==> config.mk <==
export PLATFORM = sky130hd
export DESIGN_NAME = atx_framer
export DESIGN_NICKNAME = d
export VERILOG_FILES = /design/src/atx_buf2.v /design/src/atx_framer.v
export VERILOG_INCLUDE_DIRS = /design/src /design/src/inc
export SDC_FILE = /design/constraint.sdc
export NUM_CORES = 1
export LEC_CHECK = 0
export BUFFER_PORTS_ARGS = -buffer_cell sky130_fd_sc_hd__buf_4
export CORE_MARGIN = 2
export CORE_UTILIZATION = 30
export DETAILED_ROUTE_END_ITERATION = 10
export PLACE_DENSITY_LB_ADDON = 0.3
export SYNTH_ARGS = -nofsm -noshare
export SYNTH_HDL_FRONTEND = slang
export SYNTH_HIERARCHICAL = 1
export SYNTH_SLANG_ARGS = --single-unit
==> constraint.sdc <==
create_clock -name clk -period 5.37 [get_ports clk]
set_input_delay 1.3425 -clock clk [delete_from_list [all_inputs] [get_ports clk]]
set_output_delay 1.3425 -clock clk [all_outputs]
set_load 0.01 [all_outputs]
==> src/inc/atx_defs.vh <==
// Constants for the transport stream transmit framer
`ifndef ATX_DEFS_VH
`define ATX_DEFS_VH
`define ATX_SYNC_BYTE     8'h47
`define ATX_NULL_PID_HI   8'h1f
`define ATX_NULL_PID_LO   8'hff
`define ATX_NULL_FLAGS    8'h10
`define ATX_NULL_FILL     8'hff
`define ATX_LEN_188       8'd188
`define ATX_LEN_204       8'd204
`define ATX_LAST_188      8'd187
`define ATX_LAST_204      8'd203
`define ATX_RS_BYTES      8'd16
`define ATX_IDX_PID_HI    8'd1
`define ATX_IDX_PID_LO    8'd2
`define ATX_IDX_FLAGS     8'd3
`define ATX_LOSS_FRAMES   4'd3
`define ATX_PRBS11_TAP_A  10
`define ATX_PRBS11_TAP_B  8
`define ATX_PRBS23_TAP_A  22
`define ATX_PRBS23_TAP_B  17
`define ATX_PRBS_SEED     23'h00_0001
`define ATX_PPM_WINDOW    16'd100
`define ATX_LINE_MBPS     16'd270
`define ATX_BW_WIDE_MHZ   16'd2000
`define ATX_BW_NARROW_MHZ 16'd500
`define ATX_PCR_SETTLE_NS 16'd500
`define ATX_PCR_FINAL_NS  16'd100
`define ATX_PCR_SETTLE_S  16'd20
`define ATX_CLK_HZ        32'd10000000
`define ATX_SETTLE_CYC    (`ATX_PCR_SETTLE_S * `ATX_CLK_HZ)
`endif

==> src/atx_buf2.v <==
// Two-entry elastic buffer with valid and ready on both sides
`timescale 1ns/1ns
`default_nettype none
module atx_buf2 (
	// Clock and control
	input  wire       clk,
	input  wire       clk_en,
	input  wire       sys_rst,
	// Fill side
	input  wire       in_valid,
	output wire       in_ready,
	input  wire [8:0] in_data,
	// Drain side
	output wire       out_valid,
	input  wire       out_ready,
	output reg  [8:0] out_data,
	// Fault
	output wire       overflow
);
	reg  [8:0] spare;
	reg  [1:0] count;
	wire       push;
	wire       pop;

	assign in_ready  = (count != 2'd2);
	assign out_valid = (count != 2'd0);
	assign push      = in_valid & in_ready;
	assign pop       = out_valid & out_ready;
	assign overflow  = in_valid & ~in_ready;

	// Head is out_data, second word waits in spare
	always @(posedge clk) begin
		if (sys_rst) begin
			count    <= 2'd0;
			out_data <= 9'h000;
			spare    <= 9'h000;
		end else if (clk_en) begin
			if (push && !pop) begin
				count <= count + 2'd1;
				if (count == 2'd0)
					out_data <= in_data;
				else
					spare <= in_data;
			end else if (pop && !push) begin
				count    <= count - 2'd1;
				out_data <= spare;
			end else if (push && pop) begin
				if (count == 2'd1)
					out_data <= in_data;
				else begin
					out_data <= spare;
					spare    <= in_data;
				end
			end
		end
	end
endmodule // atx_buf2
`default_nettype wire

==> src/atx_framer.v <==
// Transport stream transmit framer with input select, null fill and test pattern
`timescale 1ns/1ns
`default_nettype none
`include "atx_defs.vh"
module atx_framer #(
	parameter [31:0] SETTLE_CYC = `ATX_SETTLE_CYC
) (
	// Clock and control
	input  wire        clk,
	input  wire        clk_en,
	input  wire        sys_rst,
	// Configuration
	input  wire        fmt_204,
	input  wire        in_sel,
	input  wire        test_on,
	input  wire        prbs_long,
	input  wire        loss_is_fault,
	input  wire        loop_io,
	input  wire        loop_dig,
	input  wire        bw_narrow,
	input  wire        pll_prog_err,
	input  wire [15:0] rate_err_ppm,
	input  wire [15:0] pcr_jitter_ns,
	// Transmit input 0
	input  wire        rx0_valid,
	input  wire [7:0]  rx0_data,
	// Transmit input 1
	input  wire        rx1_valid,
	input  wire [7:0]  rx1_data,
	// Check byte source for 188 mode
	input  wire [7:0]  rs_byte,
	// Framed byte stream towards modulator
	output wire        tx_valid,
	input  wire        tx_ready,
	output wire [7:0]  tx_data,
	output wire        tx_sop,
	// Loopback return towards terrestrial side
	output reg         lb_valid,
	output reg  [7:0]  lb_data,
	// Serial bit for digital loopback, msb first
	output reg         ser_bit,
	// Status
	output reg         loss_sync,
	output reg         loss_fault,
	output reg         loss_alarm,
	output reg         clk_locked,
	output reg         pll_err,
	output reg         data_viol,
	output reg         buf_fault,
	output reg         pcr_ok,
	output wire [15:0] loop_bw_mhz,
	output wire [15:0] line_rate_mbps
);
	reg  [7:0]  idx;
	reg  [7:0]  in_idx;
	reg         in_synced;
	reg  [3:0]  miss;
	reg  [22:0] lfsr;
	reg  [2:0]  bitpos;
	reg  [7:0]  shreg;
	reg  [31:0] settle_cnt;
	reg  [7:0]  next_byte;
	reg  [7:0]  prbs_byte;
	reg  [22:0] next_lfsr;
	reg         fb;
	integer     k;
	wire        src_valid;
	wire [7:0]  src_data;
	wire [7:0]  last_idx;
	wire        b_ready;
	wire        b_valid;
	wire [8:0]  b_data;
	wire        b_ovf;
	wire        emit;
	wire        in_viol;

	assign line_rate_mbps = `ATX_LINE_MBPS;
	assign loop_bw_mhz = bw_narrow ? `ATX_BW_NARROW_MHZ : `ATX_BW_WIDE_MHZ;
	assign src_valid = in_sel ? rx1_valid : rx0_valid;
	assign src_data  = in_sel ? rx1_data : rx0_data;
	// Input frames stay 188 long in 188 mode, 204 long in 204 mode
	assign last_idx = fmt_204 ? `ATX_LAST_204 : `ATX_LAST_188;
	assign in_viol = src_valid && (in_idx == 8'd0) && (src_data != `ATX_SYNC_BYTE);
	// A byte leaves every cycle the buffer can take one; the output frame never waits for input
	assign emit = b_ready & clk_en;

	// Track input framing; input bytes not consumed while in test or loss are dropped
	always @(posedge clk) begin
		if (sys_rst) begin
			in_idx    <= 8'd0;
			in_synced <= 1'b0;
			miss      <= 4'd0;
			data_viol <= 1'b0;
		end else if (clk_en) begin
			data_viol <= in_viol;
			if (src_valid) begin
				if (in_viol) begin
					in_idx    <= 8'd0;
					in_synced <= 1'b0;
				end else begin
					in_idx <= (in_idx == last_idx) ? 8'd0 : in_idx + 8'd1;
					if (in_idx == 8'd0)
						in_synced <= 1'b1;
				end
			end
			// Input is lost after several output frames with no input byte
			if (src_valid)
				miss <= 4'd0;
			else if (emit && idx == 8'd0 && miss != `ATX_LOSS_FRAMES)
				miss <= miss + 4'd1;
		end
	end

	// Output byte selection
	always @* begin
		prbs_byte = 8'h00;
		next_lfsr = lfsr;
		for (k = 0; k < 8; k = k + 1) begin
			if (prbs_long)
				fb = next_lfsr[`ATX_PRBS23_TAP_A] ^ next_lfsr[`ATX_PRBS23_TAP_B];
			else
				fb = next_lfsr[`ATX_PRBS11_TAP_A] ^ next_lfsr[`ATX_PRBS11_TAP_B];
			prbs_byte = {prbs_byte[6:0], fb};
			next_lfsr = {next_lfsr[21:0], fb};
		end
		if (idx == 8'd0)
			next_byte = `ATX_SYNC_BYTE;
		else if (!fmt_204 && idx > `ATX_LAST_188)
			next_byte = rs_byte;
		else if (test_on)
			next_byte = prbs_byte;
		else if (loss_sync || !in_synced || !src_valid) begin
			if (idx == `ATX_IDX_PID_HI)
				next_byte = `ATX_NULL_PID_HI;
			else if (idx == `ATX_IDX_PID_LO)
				next_byte = `ATX_NULL_PID_LO;
			else if (idx == `ATX_IDX_FLAGS)
				next_byte = `ATX_NULL_FLAGS;
			else
				next_byte = `ATX_NULL_FILL;
		end else
			next_byte = src_data;
	end

	// Output frame counter, pattern state and status
	always @(posedge clk) begin
		if (sys_rst) begin
			idx        <= 8'd0;
			lfsr       <= `ATX_PRBS_SEED;
			loss_sync  <= 1'b1;
			loss_fault <= 1'b0;
			loss_alarm <= 1'b0;
			clk_locked <= 1'b0;
			pll_err    <= 1'b0;
			buf_fault  <= 1'b0;
			settle_cnt <= 32'd0;
			pcr_ok     <= 1'b0;
		end else if (clk_en) begin
			if (emit) begin
				// Output frame is always 204 bytes on the satellite side
				idx <= (idx == `ATX_LAST_204) ? 8'd0 : idx + 8'd1;
				if (test_on && idx != 8'd0 && (fmt_204 || idx <= `ATX_LAST_188))
					lfsr <= next_lfsr;
			end
			loss_sync  <= (miss == `ATX_LOSS_FRAMES) || !in_synced;
			loss_fault <= loss_sync & loss_is_fault;
			loss_alarm <= loss_sync & ~loss_is_fault;
			clk_locked <= !pll_prog_err && (rate_err_ppm <= `ATX_PPM_WINDOW);
			pll_err    <= pll_prog_err;
			buf_fault  <= buf_fault | b_ovf;
			// Settling window, then the tighter bound must hold
			if (settle_cnt != SETTLE_CYC)
				settle_cnt <= settle_cnt + 32'd1;
			if (settle_cnt != SETTLE_CYC)
				pcr_ok <= (pcr_jitter_ns < `ATX_PCR_SETTLE_NS);
			else
				pcr_ok <= (pcr_jitter_ns < `ATX_PCR_FINAL_NS);
		end
	end

	atx_buf2 u_buf (
		.clk       (clk),
		.clk_en    (clk_en),
		.sys_rst   (sys_rst),
		.in_valid  (emit),
		.in_ready  (b_ready),
		.in_data   ({(idx == 8'd0), next_byte}),
		.out_valid (b_valid),
		.out_ready (tx_ready),
		.out_data  (b_data),
		.overflow  (b_ovf)
	);

	assign tx_valid = b_valid & ~loop_io;
	assign tx_data  = b_data[7:0];
	assign tx_sop   = b_data[8];

	// Loopbacks and msb-first serialiser
	always @(posedge clk) begin
		if (sys_rst) begin
			lb_valid <= 1'b0;
			lb_data  <= 8'h00;
			bitpos   <= 3'd0;
			shreg    <= 8'h00;
			ser_bit  <= 1'b0;
		end else if (clk_en) begin
			lb_valid <= loop_io ? src_valid : (loop_dig & b_valid & tx_ready);
			lb_data  <= loop_io ? src_data : b_data[7:0];
			if (loop_dig) begin
				ser_bit <= shreg[7];
				if (bitpos == 3'd0)
					shreg <= b_data[7:0];
				else
					shreg <= {shreg[6:0], 1'b0};
				bitpos <= bitpos + 3'd1;
			end
		end
	end
endmodule // atx_framer
`default_nettype wire

# After elaboration in Yosys (flattened, before gate mapping)
# Index checks and enable logic that the tools add are counted.
# Widths: inputs -> output; s select.
totals:
  ff_bits: 125
  in_bits: 71
  output_inout_bits: 60
  elab_cells: 162
op_classes:
  n_addsub: 7
  order_cmp: 5
  eq_ne: 15
  mux: 42
  bitwise: 29
  n_reduce_logical: 42
ops:
  columns: ["operator", "n"]
  rows:
  - ["$mux 8", 13]
  - ["$mux 9", 10]
  - ["$add 32x1->32 const B", 1]
  - ["$ne 32x28->1 const B", 1]
  - ["$add 8x1->8 const B", 2]
  - ["$eq 8x2->1 const B", 2]
  - ["$le 16x7->1 const B", 1]
  - ["$logic_not 8->1", 2]
  - ["$lt 16x7->1 const B", 1]
  - ["$lt 16x9->1 const B", 1]
  - ["$xor 1x1->1", 16]
  - ["$mux 1", 13]
  - ["$reduce_and 2->1", 6]
  - ["$logic_and 1x1->1", 11]
  - ["$mux 11", 1]
  - ["$reduce_bool 2->1", 5]
  - ["$and 1x1->1", 9]
  - ["$reduce_and 3->1", 3]
  - ["$eq 8x1->1 const B", 1]
  - ["$eq 8x8->1", 1]
  - ["$eq 8x8->1 const B", 1]
  - ["$gt 8x8->1 const B", 1]
  - ["$le 8x8->1 const B", 1]
  - ["$mux 4", 2]
  - ["other kinds (21)", 35]

# Logic depth before layout (Yosys ltp)
depth:
  word_depth: 12
  mapped_depth: 12
  mapped_depth_nobuf: 11

# Modules after synthesis
# The synthesis kept the hierarchy.
by_module_without_submodules:
  columns: ["mod", "n_inst", "cells_each", "area_each_um2", "seq_area_each_um2"]
  rows:
  - ["atx_framer", 1, 665, 5606.6, 2102.0]
  - ["atx_buf2", 1, 124, 1221.2, 400.4]

# Worst setup path before layout
# Ideal clock, no wire load.
synth_timing:
  kind: "input to register"
  start: "input clk_en"
  end: "register u_buf.out_data[4]"
  setup_time_ns: 0.092
  arrival_ns: 3.131
  t_required_ns: 5.278
  setup_slack_ns: 2.147
  cell_stages: 8
  path_buffers: 2
  path_cell_list: "buf_2 > nand2_1 > clkinv_1 > and2b_2 > ha_1 > clkbuf_2 > or3b_2 > a311oi_4"
synth_between:
  elab_chain_cells: 6
  word_cells_on_any_way: 11
  classes_between: "1 x eq/ne; 2 x mux; 2 x bitwise; 6 x reduce/logical"
synth_lines:
  columns: ["item", "line_no", "rtl"]
  rows:
  - ["start: declaration", "atx_framer.v:10", "input wire clk_en,"]
  - ["$and 1x1->1 *", "atx_framer.v:85", "assign emit = b_ready & clk_en;"]
  - ["via emit", "atx_framer.v:74", "wire emit;"]
  - ["$and 1x1->1 *", "atx_buf2.v:27", "assign push = in_valid & in_ready;"]
  - ["$logic_not 1->1", "atx_buf2.v:44", "end else if (pop && !push) begin"]
  - ["$logic_and 1x1->1", "atx_buf2.v:44", null]
  - ["$reduce_bool 3->1 (no source line) / $mux 9 (equally long branches)", null, null]
  - ["$reduce_and 3->1 (no source line) / $mux 9 (equally long branches)", null, null]
  - ["end signal: assignment", "atx_buf2.v:46", "out_data <= spare;"]
  - ["end signal: assignment", "atx_buf2.v:49", "out_data <= in_data;"]
  - ["end signal: assignment", "atx_buf2.v:51", "out_data <= spare;"]
  - ["end: declaration", "atx_buf2.v:16", "output reg [8:0] out_data,"]
# Mark *: on every way through the listed nets, which the timed path passes. The rest lies on a longest branch.
# A chain may end at the register's enable or synchronous reset.

# Worst setup path in the final report
layout_timing:
  start: "input clk_en"
  end: "register u_buf.spare[4]"
layout_between:
  elab_chain_cells: 6
  word_cells_on_any_way: 12
  classes_between: "3 x eq/ne; 1 x mux; 2 x bitwise; 6 x reduce/logical"
layout_lines:
  columns: ["item", "line_no", "rtl"]
  rows:
  - ["$and 1x1->1 *", "atx_framer.v:85", null]
  - ["via emit", "atx_framer.v:74", null]
  - ["$and 1x1->1 *", "atx_buf2.v:27", null]
  - ["$logic_not 1->1", "atx_buf2.v:44", null]
  - ["$logic_and 1x1->1", "atx_buf2.v:44", null]
  - ["$ne 2x1->1 (no source line)", null, null]
  - ["$reduce_and 5->1 (no source line)", null, null]
  - ["end signal: assignment", "atx_buf2.v:43", "spare <= in_data;"]
  - ["end signal: assignment", "atx_buf2.v:52", "spare <= in_data;"]
  - ["end: declaration", "atx_buf2.v:20", "reg [8:0] spare;"]
# Marked as above.

==> flow_summary.toml <==
[status]
outcome = "completed"

[timing]
slew_headroom_pct = 32.1
fin_crit_sh_pct = 63.6
setup_viol = 0
tns_ns = 0
holdWs_ns = 0.454
slew_viol_final = 0
max_freq_mhz = 293
hold_viol = 0
fin_crit_ns = 3.41
worstMarginPinSlew_ns = 1.02
finClkSkew_ns = 0.00846
rsz0062_at_grt = "false"

[yosys]
synth.top_cell.area_share_pct = 36.7
synth_common_cells = "dfxtp_1 (125), nor2_1 (102), mux2i_1 (50)"
synthFlopType = "dfxtp_1"
synth_top_area_cell = "dfxtp_1"
ys.warnings.count = 6
synthTopCellsByArea = "dfxtp_1 (37%), mux2i_1 (7.3%), nor2_1 (5.6%), xor2_1 (4.6%), buf_4 (3.4%)"
ys_types = 69
synth-seq-area-share_pct = 36.7
synthesis.area_um2 = 6830
syn_area_per_cell_um2 = 8.65
yosysMostFrequentCell = "dfxtp_1"
synth_edf_count = 0
synthArstFlopShare_pct = 0
synth_seq_cells = 125
synthCells = 789

[route]
drtIter0Drc = 247
drc = 0
wl_per_cell_um = 14.2
via_per_inst = 4.87
ant_nets = 0
vias = 5658
first_pass_iters = 4
routed_wl_mm = 16.5

[clock_network]
clk_latency_ns = 0.42
clockBufferDepth = 2
h-tree-depth = 4
cts_resized = 0
cts_made_buffers = 17
ctsHoldBuffers = 0
cts_setup_buffers = 0
clk_pin_slew_ns = 0.06
tritoncts = "built"
cts.sinks = 125
cts-root-buf = "clkbuf_16"

[finish]
fillers = 2300
regArea_um2 = 2500
multi_input_area_um2 = 3870
area_delta_synth_final_pct = 20.9
drive_gt1_share_pct = 18.6
n_antenna_cell = 0
nets = 954

[floorplanning]
num_rows = 55
dieArea_um2 = 24000
io_pins = 131
core_um2 = 22500
start_util_pct = 30.3
fp.dieH_um = 155
chipWidth_um = 155

[hold_path]
hold_start = "shreg[7]"
hold_class = "register to register"

[place]
gp_congestion = 0.770
port_buffers = 100
dp_hpwl_mm = 11.6

[global_routing]
overflow = 0
grt_pass1_vias = 5228
antenna_found_initial = 0
grt_pass1_wl_mm = 26.4
grt_max_degree = 100
grtUsageTotal_pct = 13.6

[critical_path]
worstPathArrival_ns = 3.76
path_max_fanout = 21
criticalPathCategory = "primary input to register"
setup.worst_path.start = "clk_en"
rrSetupSlack_ns = 2.46
cp-start-kind = "primary input"
end_kind = "register"
cp.required_ns = 5.72
r2r_start = "u_buf/count[0]"

[pwr]
power_density_nw_per_um2 = 365
leakage_uw = 0.00340
ir_drop_mv = 0.188
finalPower_uw = 3020

[run]
drv_cap = 0
## per-stage QoR
step / utilization (%) / cell area [µm²] / worst slack, ns / cells
2_1_floorplan: - / 6930 / 2.15 / 815
3_3_place_gp: 33.8 / 7610 / 1.59 / 1131
3_5_place_dp: 33.8 / 7610 / 1.56 / 1131
4_1_cts: 36.7 / 8260 / 1.98 / 1163
5_1_grt: 36.7 / 8260 / 1.77 / 1163
6_report: 36.7 / 8260 / 1.96 / 1163
## cell type report
cell class / count / area share, %
multi-input combinational: 591 / 46.9
sequential: 125 / 30.3
tap: 285 / 4.32
clock buffer: 17 / 5.15
inverter: 26 / 1.18
timing repair buffer: 104 / 9.46
clock inverter: 15 / 2.68
## report_power, final
part / switching, µW / internal, µW / leakage [µW]
logic: 382 / 302 / 0.00208
clock network: 440 / 822 / 0.000305
registers: 70.0 / 1000 / 0.00101
## sequential cells by signal (all words and copies together), names as in the netlist, 2 cells and up
name,cells
u_buf/spare,9
shreg,8
bitpos,3
idx,8
u_buf/out_data,9
u_buf/count,2
miss,4
in_idx,8
settle_cnt,32
lfsr,23
lb_data,8
## critical path: stages
cell	delay, ns
buf_4	0.26
nand2_1	0.16
clkinv_1	0.21
and2b_2	0.23
ha_1	0.55
mux2i_1	0.24
o211a_1	0.52
mux2i_1	0.24
## cells in the final DEF (no fill, tap or decap), types with 3 or more instances in the layout
master	n
nand2b_1	21
xor2_1	36
bufinv_16	5
nand2_1	49
nand4_1	19
nor2_1	102
nand4b_1	5
a311oi_2	8
nor2b_1	6
nor4_1	8
o21ai_0	22
clkbuf_16	17
nor3_1	22
nor4b_1	4
mux2i_1	50
and3_1	11
conb_1	28
xnor2_1	24
a211oi_1	21
inv_1	24
dfxtp_1	125
nand3_1	21
and3b_1	3
clkinvlp_4	4
clkinv_2	3
nand3b_1	3
or3b_2	8
o221ai_1	3
o22ai_1	5
a21oi_1	35
and2_1	5
or3_1	7
buf_4	104
ha_1	18
nor3b_1	3
clkinv_4	3
a2111o_1	3
## worst paths after layout
check	to	depth (start not counted)
worst max register to register	u_buf/spare[4]	10
worst max-delay path	u_buf/spare[4]	8
worst min register to register	ser_bit	2
worst min-delay path	ser_bit	2
## kinds of logic (layout without fill, tap and decap cells)
family,Yosys count,after routing,synth area share (%)
and+or+nand+nor,313,313,23.8
DFF,125,125,36.7
AOI/OAI and AO/OA,121,121,12.9
buffers and inverters,99,162,8.08
xor gates and xnor gates,60,60,7.70
muxes,51,51,7.49
adders and majority gates,18,18,3.30
other,2,28,0.110
## routing by layer
| layer | vias to the layer above | global-route usage (%) | routed length [µm] |
|---|---|---|---|
| met5 | - | 0 | 0 |
| met4 | 0 | 3.00 | 122 |
| met3 | 10 | 3.73 | 683 |
| met2 | 117 | 22.1 | 7850 |
| met1 | 2664 | 17.9 | 7880 |
| li1 | 2867 | - | - |
Note: power is estimated with default switching activity, not from simulation.
